===== config.mk =====
export PLATFORM = sky130hd
export DESIGN_NAME = acr_config_ctrl
export DESIGN_NICKNAME = d
export VERILOG_FILES = /design/src/acr_config_ctrl.v /design/src/acr_sync2.v
export VERILOG_INCLUDE_DIRS = /design/src
export SDC_FILE = /design/constraint.sdc
export NUM_CORES = 1
export LEC_CHECK = 0
export ABC_CLOCK_PERIOD_IN_PS = 2800
export BUFFER_PORTS_ARGS = -buffer_cell sky130_fd_sc_hd__clkbuf_2
export CAP_MARGIN = 25
export CORE_MARGIN = 4
export CORE_UTILIZATION = 52
export DETAILED_ROUTE_END_ITERATION = 10
export PLACE_DENSITY = 0.85
export SKIP_LAST_GASP = 1
export SLEW_MARGIN = 20
export SYNTH_ARGS = -nofsm -noshare
export SYNTH_HDL_FRONTEND = slang
export SYNTH_HIERARCHICAL = 1
export SYNTH_SLANG_ARGS = --single-unit

===== constraint.sdc =====
create_clock -name ref_clk_i -period 2.8 [get_ports ref_clk_i]
set_input_delay 0.42 -clock ref_clk_i [delete_from_list [all_inputs] [get_ports ref_clk_i]]
set_output_delay 0.42 -clock ref_clk_i [all_outputs]
set_load 0.05 [all_outputs]

===== src/acr_defines.vh =====
`ifndef ACR_DEFINES_VH
`define ACR_DEFINES_VH
// Configuration word field positions
`define ACR_BIT_DEPTH_SEL 31
`define ACR_BIT_PWR_DOWN 30
`define ACR_BIT_RST_REQ 29
`define ACR_BIT_RST_DONE 28
`define ACR_BIT_IN_SHORT 27
`define ACR_BIT_GUARD 26
`define ACR_BIT_REF_RANGE 25
`define ACR_BIT_LATCH_LOW 24
`define ACR_BIT_LATCH_HIGH 23
`define ACR_BIT_LATCH_SRC 22
// Writable bits 31:22 except the read-only done flag
`define ACR_WR_MASK 32'hEFC00000
`define ACR_CFG_RESET 32'h00000000
`define ACR_GAIN_RESET 32'h01000000
`define ACR_OFFSET_RESET 32'h00000000
`define ACR_SETUP_RESET 32'h00000000
// Length of the internal reset cycle
`define ACR_RST_CYCLES 8'h10
// Oscillator restart time after sleep, in microseconds
`define ACR_OSC_START_US 20000
`define ACR_CLK_MHZ 50
`define ACR_WORD_BITS 6'h20
`endif


===== src/acr_config_ctrl.v =====
// Summary of operation
// Power-down bit enters power save; select bit picks standby (0) or sleep (1).
// In either power save mode the digital filter halts.
// Standby keeps oscillator and bias running for quick resume.
// Host waits about 20 ms after sleep for oscillator start.
// After power-up the block is in normal mode, power bits zero.
// Writing the reset-request bit starts a system reset at any time.
// Completed reset sets the done flag; a configuration read clears it.
// System reset zeroes config, offset, setup; gains become unity.
// Reset-request clears itself at end; port returns to command mode.
// Host sets only reset-request when starting a reset.
// Input-short bit shorts every channel input pair.
// Guard bit makes low latch pin drive common mode, ignoring source.
// Reference-range bit selects the reference sampling capacitor.
// Latch-source bit picks setup word (0) or configuration bits (1).
// Configuration source drives pins from bits 24:23 at command execution.
// Host writes zero to reserved bits 21:0.
// A write is command byte plus exactly 32 data bits.
// Done flag clears only after all 32 read bits are shifted out.
`include "acr_defines.vh"
`timescale 1ns/100ps
`default_nettype none
module acr_config_ctrl (
   input wire ref_clk_i,
   input wire sys_rst_i,
   input wire clk_en_i,
   // Serial command port pins
   input wire port_sel_n_i,
   input wire port_sclk_i,
   input wire port_sdi_i,
   output wire port_sdo_o,
   output wire port_sdo_oe_o,
   // Command execution strobe from the command decoder
   input wire cmd_exec_i,
   // Latch field of the channel setup word in use
   input wire [1:0] setup_latch_i,
   // Control outputs to the analog and filter logic
   output wire filter_run_o,
   output wire osc_enable_o,
   output wire bias_enable_o,
   output wire input_ground_short_o,
   output wire reference_range_select_o,
   output wire guard_drive_enable_o,
   output wire latch_pin_low_o,
   output wire latch_pin_high_o,
   // System reset pulse to offset, gain and setup registers
   output wire sys_reset_pulse_o,
   output wire [31:0] gain_reset_value_o,
   output wire [31:0] offset_reset_value_o,
   output wire [31:0] setup_reset_value_o,
   output wire [31:0] converter_configuration_o
);
   ////////////////////////////////////////////////////////////////////////////////
   // Pin synchronisers
   wire sel_n_s;
   wire sclk_s;
   wire sdi_s;
   // Select idles high, so its synchroniser resets to deselected
   acr_sync2 #(.RST_VAL(1'b1)) u_sync_sel (
      .ref_clk_i(ref_clk_i),
      .sys_rst_i(sys_rst_i),
      .clk_en_i(clk_en_i),
      .async_i(port_sel_n_i),
      .sync_o(sel_n_s)
   );
   acr_sync2 u_sync_sclk (
      .ref_clk_i(ref_clk_i),
      .sys_rst_i(sys_rst_i),
      .clk_en_i(clk_en_i),
      .async_i(port_sclk_i),
      .sync_o(sclk_s)
   );
   acr_sync2 u_sync_sdi (
      .ref_clk_i(ref_clk_i),
      .sys_rst_i(sys_rst_i),
      .clk_en_i(clk_en_i),
      .async_i(port_sdi_i),
      .sync_o(sdi_s)
   );

   ////////////////////////////////////////////////////////////////////////////////
   // Serial port state
   localparam ST_CMD = 2'b00;
   localparam ST_WRITE = 2'b01;
   localparam ST_READ = 2'b10;
   localparam CMD_WR_CFG = 8'h03;
   localparam CMD_RD_CFG = 8'h0B;

   reg [1:0] state_q;
   reg [1:0] state_d;
   reg sclk_prev_q;
   reg [5:0] bit_cnt_q;
   reg [5:0] bit_cnt_d;
   reg [31:0] shift_q;
   reg [31:0] shift_d;
   reg [31:0] cfg_q;
   reg [31:0] cfg_d;
   reg [7:0] rst_cnt_q;
   reg [7:0] rst_cnt_d;
   reg rst_busy_q;
   reg rst_busy_d;
   reg [1:0] latch_q;
   reg [1:0] latch_d;
   reg sdo_q;
   reg sdo_d;
   reg filter_run_q;
   reg osc_enable_q;
   reg bias_enable_q;
   reg latch_low_q;
   reg latch_high_q;
   reg rst_pulse_q;

   wire rise = sclk_s & ~sclk_prev_q & ~sel_n_s;
   wire fall = ~sclk_s & sclk_prev_q & ~sel_n_s;
   wire [31:0] shift_in = {shift_q[30:0], sdi_s};
   // latch source select
   wire [1:0] latch_src = cfg_q[`ACR_BIT_LATCH_SRC] ?
      {cfg_q[`ACR_BIT_LATCH_LOW], cfg_q[`ACR_BIT_LATCH_HIGH]} : setup_latch_i;

   // Edge history of the synchronised serial clock
   always @(posedge ref_clk_i) begin
      if (sys_rst_i) begin
         sclk_prev_q <= 1'b0;
      end else if (clk_en_i) begin
         sclk_prev_q <= sclk_s;
      end
   end

   ////////////////////////////////////////////////////////////////////////////////
   // Port, register and reset-cycle next state
   always @* begin
      state_d = state_q;
      bit_cnt_d = bit_cnt_q;
      shift_d = shift_q;
      cfg_d = cfg_q;
      rst_cnt_d = rst_cnt_q;
      rst_busy_d = rst_busy_q;
      latch_d = latch_q;
      sdo_d = sdo_q;
      // latch at execution
      // Commands run by the conversion side refresh the latch pins too
      if (cmd_exec_i) begin
         latch_d = latch_src;
      end
      // Shift engine
      case (state_q)
         ST_CMD: begin
            if (rise) begin
               shift_d = shift_in;
               if (bit_cnt_q == 6'h07) begin
                  bit_cnt_d = 6'h00;
                  // source per command
                  // latch at execution
                  latch_d = latch_src;
                  if (shift_in[7:0] == CMD_WR_CFG) begin
                     state_d = ST_WRITE;
                  end else if (shift_in[7:0] == CMD_RD_CFG) begin
                     state_d = ST_READ;
                     shift_d = cfg_q;
                  end
               end else begin
                  bit_cnt_d = bit_cnt_q + 6'h01;
               end
            end
         end
         ST_WRITE: begin
            if (rise) begin
               shift_d = shift_in;
               // 32 data bits
               if (bit_cnt_q == `ACR_WORD_BITS - 6'h01) begin
                  bit_cnt_d = 6'h00;
                  state_d = ST_CMD;
                  // reset request
                  if (shift_in[`ACR_BIT_RST_REQ]) begin
                     cfg_d[`ACR_BIT_RST_REQ] = 1'b1;
                     rst_busy_d = 1'b1;
                     rst_cnt_d = `ACR_RST_CYCLES;
                  end else begin
                     cfg_d = (shift_in & `ACR_WR_MASK) | (cfg_q & ~`ACR_WR_MASK);
                  end
               end else begin
                  bit_cnt_d = bit_cnt_q + 6'h01;
               end
            end
         end
         ST_READ: begin
            if (fall) begin
               sdo_d = shift_q[31];
               shift_d = {shift_q[30:0], 1'b0};
            end
            if (rise) begin
               // clear after last bit
               if (bit_cnt_q == `ACR_WORD_BITS - 6'h01) begin
                  bit_cnt_d = 6'h00;
                  state_d = ST_CMD;
                  // read clears flag
                  cfg_d[`ACR_BIT_RST_DONE] = 1'b0;
               end else begin
                  bit_cnt_d = bit_cnt_q + 6'h01;
               end
            end
         end
         default: begin
            state_d = ST_CMD;
         end
      endcase
      // Deselect aborts a partial frame
      if (sel_n_s) begin
         state_d = ST_CMD;
         bit_cnt_d = 6'h00;
      end
      // Reset cycle runs regardless of port activity
      if (rst_busy_q) begin
         if (rst_cnt_q == 8'h00) begin
            // clear configuration
            cfg_d = `ACR_CFG_RESET;
            // set done flag
            cfg_d[`ACR_BIT_RST_DONE] = 1'b1;
            rst_busy_d = 1'b0;
            latch_d = 2'b00;
            // back to command mode
            state_d = ST_CMD;
            bit_cnt_d = 6'h00;
         end else begin
            rst_cnt_d = rst_cnt_q - 8'h01;
         end
      end
   end

   ////////////////////////////////////////////////////////////////////////////////
   // State registers
   always @(posedge ref_clk_i) begin
      if (sys_rst_i) begin
         // normal mode at power up
         state_q <= ST_CMD;
         bit_cnt_q <= 6'h00;
         shift_q <= 32'h00000000;
         cfg_q <= `ACR_CFG_RESET;
         rst_cnt_q <= 8'h00;
         rst_busy_q <= 1'b0;
         latch_q <= 2'b00;
         sdo_q <= 1'b0;
      end else if (clk_en_i) begin
         state_q <= state_d;
         bit_cnt_q <= bit_cnt_d;
         shift_q <= shift_d;
         cfg_q <= cfg_d;
         rst_cnt_q <= rst_cnt_d;
         rst_busy_q <= rst_busy_d;
         latch_q <= latch_d;
         sdo_q <= sdo_d;
      end
   end

   ////////////////////////////////////////////////////////////////////////////////
   // Output registers load from next-state values, so they change with cfg_q
   always @(posedge ref_clk_i) begin
      if (sys_rst_i) begin
         // full power at reset
         filter_run_q <= 1'b1;
         osc_enable_q <= 1'b1;
         bias_enable_q <= 1'b1;
         latch_low_q <= 1'b0;
         latch_high_q <= 1'b0;
         rst_pulse_q <= 1'b0;
      end else if (clk_en_i) begin
         // mode select
         // filter halts
         filter_run_q <= ~cfg_d[`ACR_BIT_PWR_DOWN];
         // standby keeps oscillator
         osc_enable_q <= ~(cfg_d[`ACR_BIT_PWR_DOWN] & cfg_d[`ACR_BIT_DEPTH_SEL]);
         bias_enable_q <= ~(cfg_d[`ACR_BIT_PWR_DOWN] & cfg_d[`ACR_BIT_DEPTH_SEL]);
         // guard overrides low pin
         latch_low_q <= cfg_d[`ACR_BIT_GUARD] ? 1'b0 : latch_d[1];
         latch_high_q <= latch_d[0];
         // pulse in last busy cycle
         rst_pulse_q <= rst_busy_d & (rst_cnt_d == 8'h00);
      end
   end

   ////////////////////////////////////////////////////////////////////////////////
   // Power control, held in the output registers
   assign filter_run_o = filter_run_q;
   assign osc_enable_o = osc_enable_q;
   assign bias_enable_o = bias_enable_q;

   // Analog steering
   // input short
   assign input_ground_short_o = cfg_q[`ACR_BIT_IN_SHORT];
   // reference capacitor
   assign reference_range_select_o = cfg_q[`ACR_BIT_REF_RANGE];
   // guard buffer enable
   assign guard_drive_enable_o = cfg_q[`ACR_BIT_GUARD];
   assign latch_pin_low_o = latch_low_q;
   assign latch_pin_high_o = latch_high_q;

   // reset pulse and values
   assign sys_reset_pulse_o = rst_pulse_q;
   assign gain_reset_value_o = `ACR_GAIN_RESET;
   assign offset_reset_value_o = `ACR_OFFSET_RESET;
   assign setup_reset_value_o = `ACR_SETUP_RESET;
   assign converter_configuration_o = cfg_q;

   // Serial output enabled while selected and reading
   assign port_sdo_o = sdo_q;
   assign port_sdo_oe_o = ~sel_n_s & (state_q == ST_READ);
endmodule // acr_config_ctrl
`default_nettype wire


===== src/acr_sync2.v =====
`timescale 1ns/100ps
`default_nettype none
// Two-stage synchroniser for one pin input
module acr_sync2 #(
   parameter [0:0] RST_VAL = 1'b0
) (
   input wire ref_clk_i,
   input wire sys_rst_i,
   input wire clk_en_i,
   input wire async_i,
   output wire sync_o
);
   reg meta_q;
   reg sync_q;
   // First stage feeds only the second
   always @(posedge ref_clk_i) begin
      // Reset level matches the idle level of the pin, so no false edge follows
      if (sys_rst_i) begin
         meta_q <= RST_VAL;
         sync_q <= RST_VAL;
      end else if (clk_en_i) begin
         meta_q <= async_i;
         sync_q <= meta_q;
      end
   end
   assign sync_o = sync_q;
endmodule // acr_sync2
`default_nettype wire


==> flow_metrics.tcl <==
set metrics [dict create \
    peakVddDrop_mv 0.488 \
    die-area_um2 10300 \
    clockBufferDepth 2 \
    cts_root_buffer "clkbuf_8" \
    final-hold-violation-count 0 \
    ys_seq_area_share_pct 32.1 \
    cts.sink_count 73 \
    crit_path_end_kind "flip-flop" \
    cap_violations 0 \
    initial_core_util_pct 54.5 \
    die-height_um 101 \
    num_vias 3712 \
    setup_viol 0 \
    final_net_count 578 \
    finalCritPeriodShare_pct 87.9 \
    p_comb_share_pct 17.4 \
    crit_path_max_incr_delay_ps 730 \
    dp_hpwl_um 7040 \
    critPathBufInv 1 \
    cts-resized-gates 0 \
    power_density_nw_per_um2 547 \
    sw_frac_of_total_pct 32.6 \
    slew_headroom_pct 44.9 \
    synth-edff-count 0 \
    holdWs_ps 299 \
    cp-start-kind "flip-flop" \
    cp_max_fo 15 \
    dpl-instance-area_um2 4280 \
    switching_power_uw 808 \
    synthCells 552 \
    antenna_found_initial 0 \
    period_needed_ps 2460 \
    via_per_inst 5.52 \
    drcViolationCount 0 \
    power_frac_clock_pct 40.1 \
    grt_pass1_wl_um 15200 \
    fillers 759 \
    rsz0062_at_grt "false" \
    rrSetupSlack_ps 340 \
    ys_async_sr_fraction_pct 0 \
    ys_warn_count 6 \
    synthToLayoutAreaGrowth_pct -0.413 \
    grt_pass1_vias 3175 \
    postSynthAreaPerCell_um2 8.23 \
    core_um2 8340 \
    power.total_uw 2470 \
    crit_type "flip-flop to flip-flop" \
    synth_top_flop_cell "dfxtp_1" \
    cts_tree "built" \
    p_leak_uw 0.00193 \
    cts_setup_buffers 0 \
    ant_nets 0 \
    critical_path.top_delay_family "simple AND/OR/NAND/NOR gates" \
    wl_per_cell_um 14.4 \
    tightest_slew_ps 824 \
    cts_buffers 9 \
    dr.pass1.iters 5 \
    drt_iter0_drc 395 \
    cts.clk_slew.worst_paths_ps 70 \
    critical_path_required_ps 3080 \
    row_count 33 \
    fmax_mhz 407 \
    cp_common_cell "nor2_1" \
    setup_tns_ps 0 \
    grt_max_degree 36 \
    hold_buffers 0 \
    ios 148 \
    worstHoldPathType "input pin to flip-flop" \
    synth_area_um2 4550 \
    arrival_ps 2740 \
    fin_area_um2 4530 \
    clock_skew_ps 10.5 \
    cts_max_level 3 \
    slowest_stage "nor2_1" \
    gp_congestion 0.917 \
    drive_gt1_share_pct 11.8 \
    die-width_um 101 \
    grt_util_all_layers_pct 18.1 \
    drv_slew 0 \
    overflow 0 \
    clk_latency_ps 350 \
    ys_types 66 \
    outcome "finished, final reports clean" \
    routed_wl_um 9710 \
    diodes 0 \
    crit_chain "inv_1 -> ha_1 -> nor2_1 -> o221ai_2 -> nor2_1 -> o21ai_0 -> a21oi_1" \
    p_int_uw 1670 \
    seqPwrFrac_pct 42.5 \
    port_buffers 29 \
    synth-seq-cells 73 \
]
cell usage after synthesis (6+ instances only):
library cell	count	area [um2]
a211oi_1	6	45.0
a21boi_0	11	82.6
a21oi_1	25	125
a22oi_1	35	263
and3_1	11	68.8
buf_2	7	35.0
buf_4	122	916
clkbuf_1	24	90.1
dfxtp_1	73	1460
ha_1	6	75.1
inv_1	13	48.8
mux2i_1	7	70.1
nand2_1	29	109
nand3_1	7	35.0
nor2_1	58	218
nor4_1	10	62.6
o21ai_0	13	65.1
o21ai_1	11	55.1
layer usage:
layer  share of wire, %  global-route usage, %  up-vias
li1                   -                      -     1735
met1                 40                   23.2     1732
met2                 48                   30.1      227
met3                9.5                   3.51       18
met4                1.7                   6.65        0
met5                  0                      0        -
cell usage in the layout, fill, tap and decap left out, types with 4 or more instances in the layout:
| master | n |
|---|---|
| nand3_1 | 7 |
| a21boi_0 | 11 |
| a22oi_1 | 35 |
| nor2b_1 | 4 |
| o21ai_1 | 11 |
| nor2_1 | 58 |
| mux2i_1 | 7 |
| and3_1 | 11 |
| conb_1 | 118 |
| o21ai_0 | 13 |
| nor3_1 | 5 |
| dfxtp_1 | 73 |
| clkbuf_2 | 29 |
| buf_4 | 8 |
| inv_1 | 13 |
| a211oi_1 | 6 |
| nor4_1 | 10 |
| nand2_1 | 29 |
| clkbuf_8 | 9 |
| a21oi_1 | 25 |
| nand4_1 | 4 |
| ha_1 | 6 |
kinds of logic (layout without fill, tap and decap cells):
kind of cell / count (synthesis) / in the layout / synth area share [%]
xor+xnor: 2 / 2 / 0.385
compound gates: 131 / 131 / 19.5
buf+inv: 166 / 66 / 24.0
mux: 12 / 12 / 2.78
flops: 73 / 73 / 32.1
fa+ha+maj: 6 / 6 / 1.65
other cells: 2 / 118 / 0.165
simple gates: 160 / 160 / 19.4
worst paths after layout:
| path | start | endpoint | depth (start not counted) |
|---|---|---|---|
| hold reg to reg | shift_q[27] | shift_q[27] | 2 |
| setup reg to reg | state_q[0] | shift_q[31] | 7 |
| setup / recovery | state_q[0] | shift_q[31] | 7 |
| hold / removal | port_sel_n_i | u_sync_sel/meta_q | 2 |
worst register-to-register path, cell delays in order (launching register included):
cell,delay [ps]
dfxtp_1,400
inv_1,90
ha_1,320
nor2_1,180
o221ai_2,260
nor2_1,730
o21ai_0,230
a21oi_1,190
flip-flops by register name, indices dropped and copies added, names as in the netlist:
| signal | cells |
|---|---|
| bias_enable_o | 1 |
| u_sync_sdi/sync_o | 1 |
| rst_busy_q | 1 |
| bit_cnt_q | 6 |
| u_sync_sclk/meta_q | 1 |
| u_sync_sel/meta_q | 1 |
| sys_reset_pulse_o | 1 |
| u_sync_sclk/sync_o | 1 |
| u_sync_sdi/meta_q | 1 |
| rst_cnt_q | 8 |
| port_sdo_o | 1 |
| state_q | 2 |
| shift_q | 32 |
| converter_configuration_o | 10 |
| latch_pin_low_o | 1 |
| latch_q | 2 |
| filter_run_o | 1 |
| u_sync_sel/sync_o | 1 |
| sclk_prev_q | 1 |
stage by stage:
step | setup slack (ps) | instances | utilization [%]
final | 340 | 673 | 54.3
after global routing | 52.3 | 673 | 54.3
after CTS | 327 | 672 | 54.2
after detailed placement | 363 | 656 | 51.3
after floorplan | 811 | 668 | -
after global placement | 539 | 656 | 51.3
cell type report:
type | count | area, um2 | area share (%)
clock buffer | 10 | 128 | 2.82
timing repair buffer | 37 | 205 | 4.53
tap | 105 | 131 | 2.90
sequential | 73 | 1460 | 32.3
multi-input combinational | 429 | 2440 | 53.8
inverter | 13 | 48.8 | 1.08
clock inverter | 6 | 116 | 2.57
power by group through the flow:
| stage | sequential (uW) | clock [uW] | combinational, uW |
|---|---|---|---|
| floorplan | 1080 | 0 | 524 |
| global placement | 1080 | 0 | 421 |
| detailed placement | 1080 | 0 | 422 |
| CTS | 1050 | 1010 | 423 |
| global route | 1050 | 1070 | 446 |
| finish | 1050 | 993 | 430 |
No activity file was read; power rests on OpenSTA's default activity.
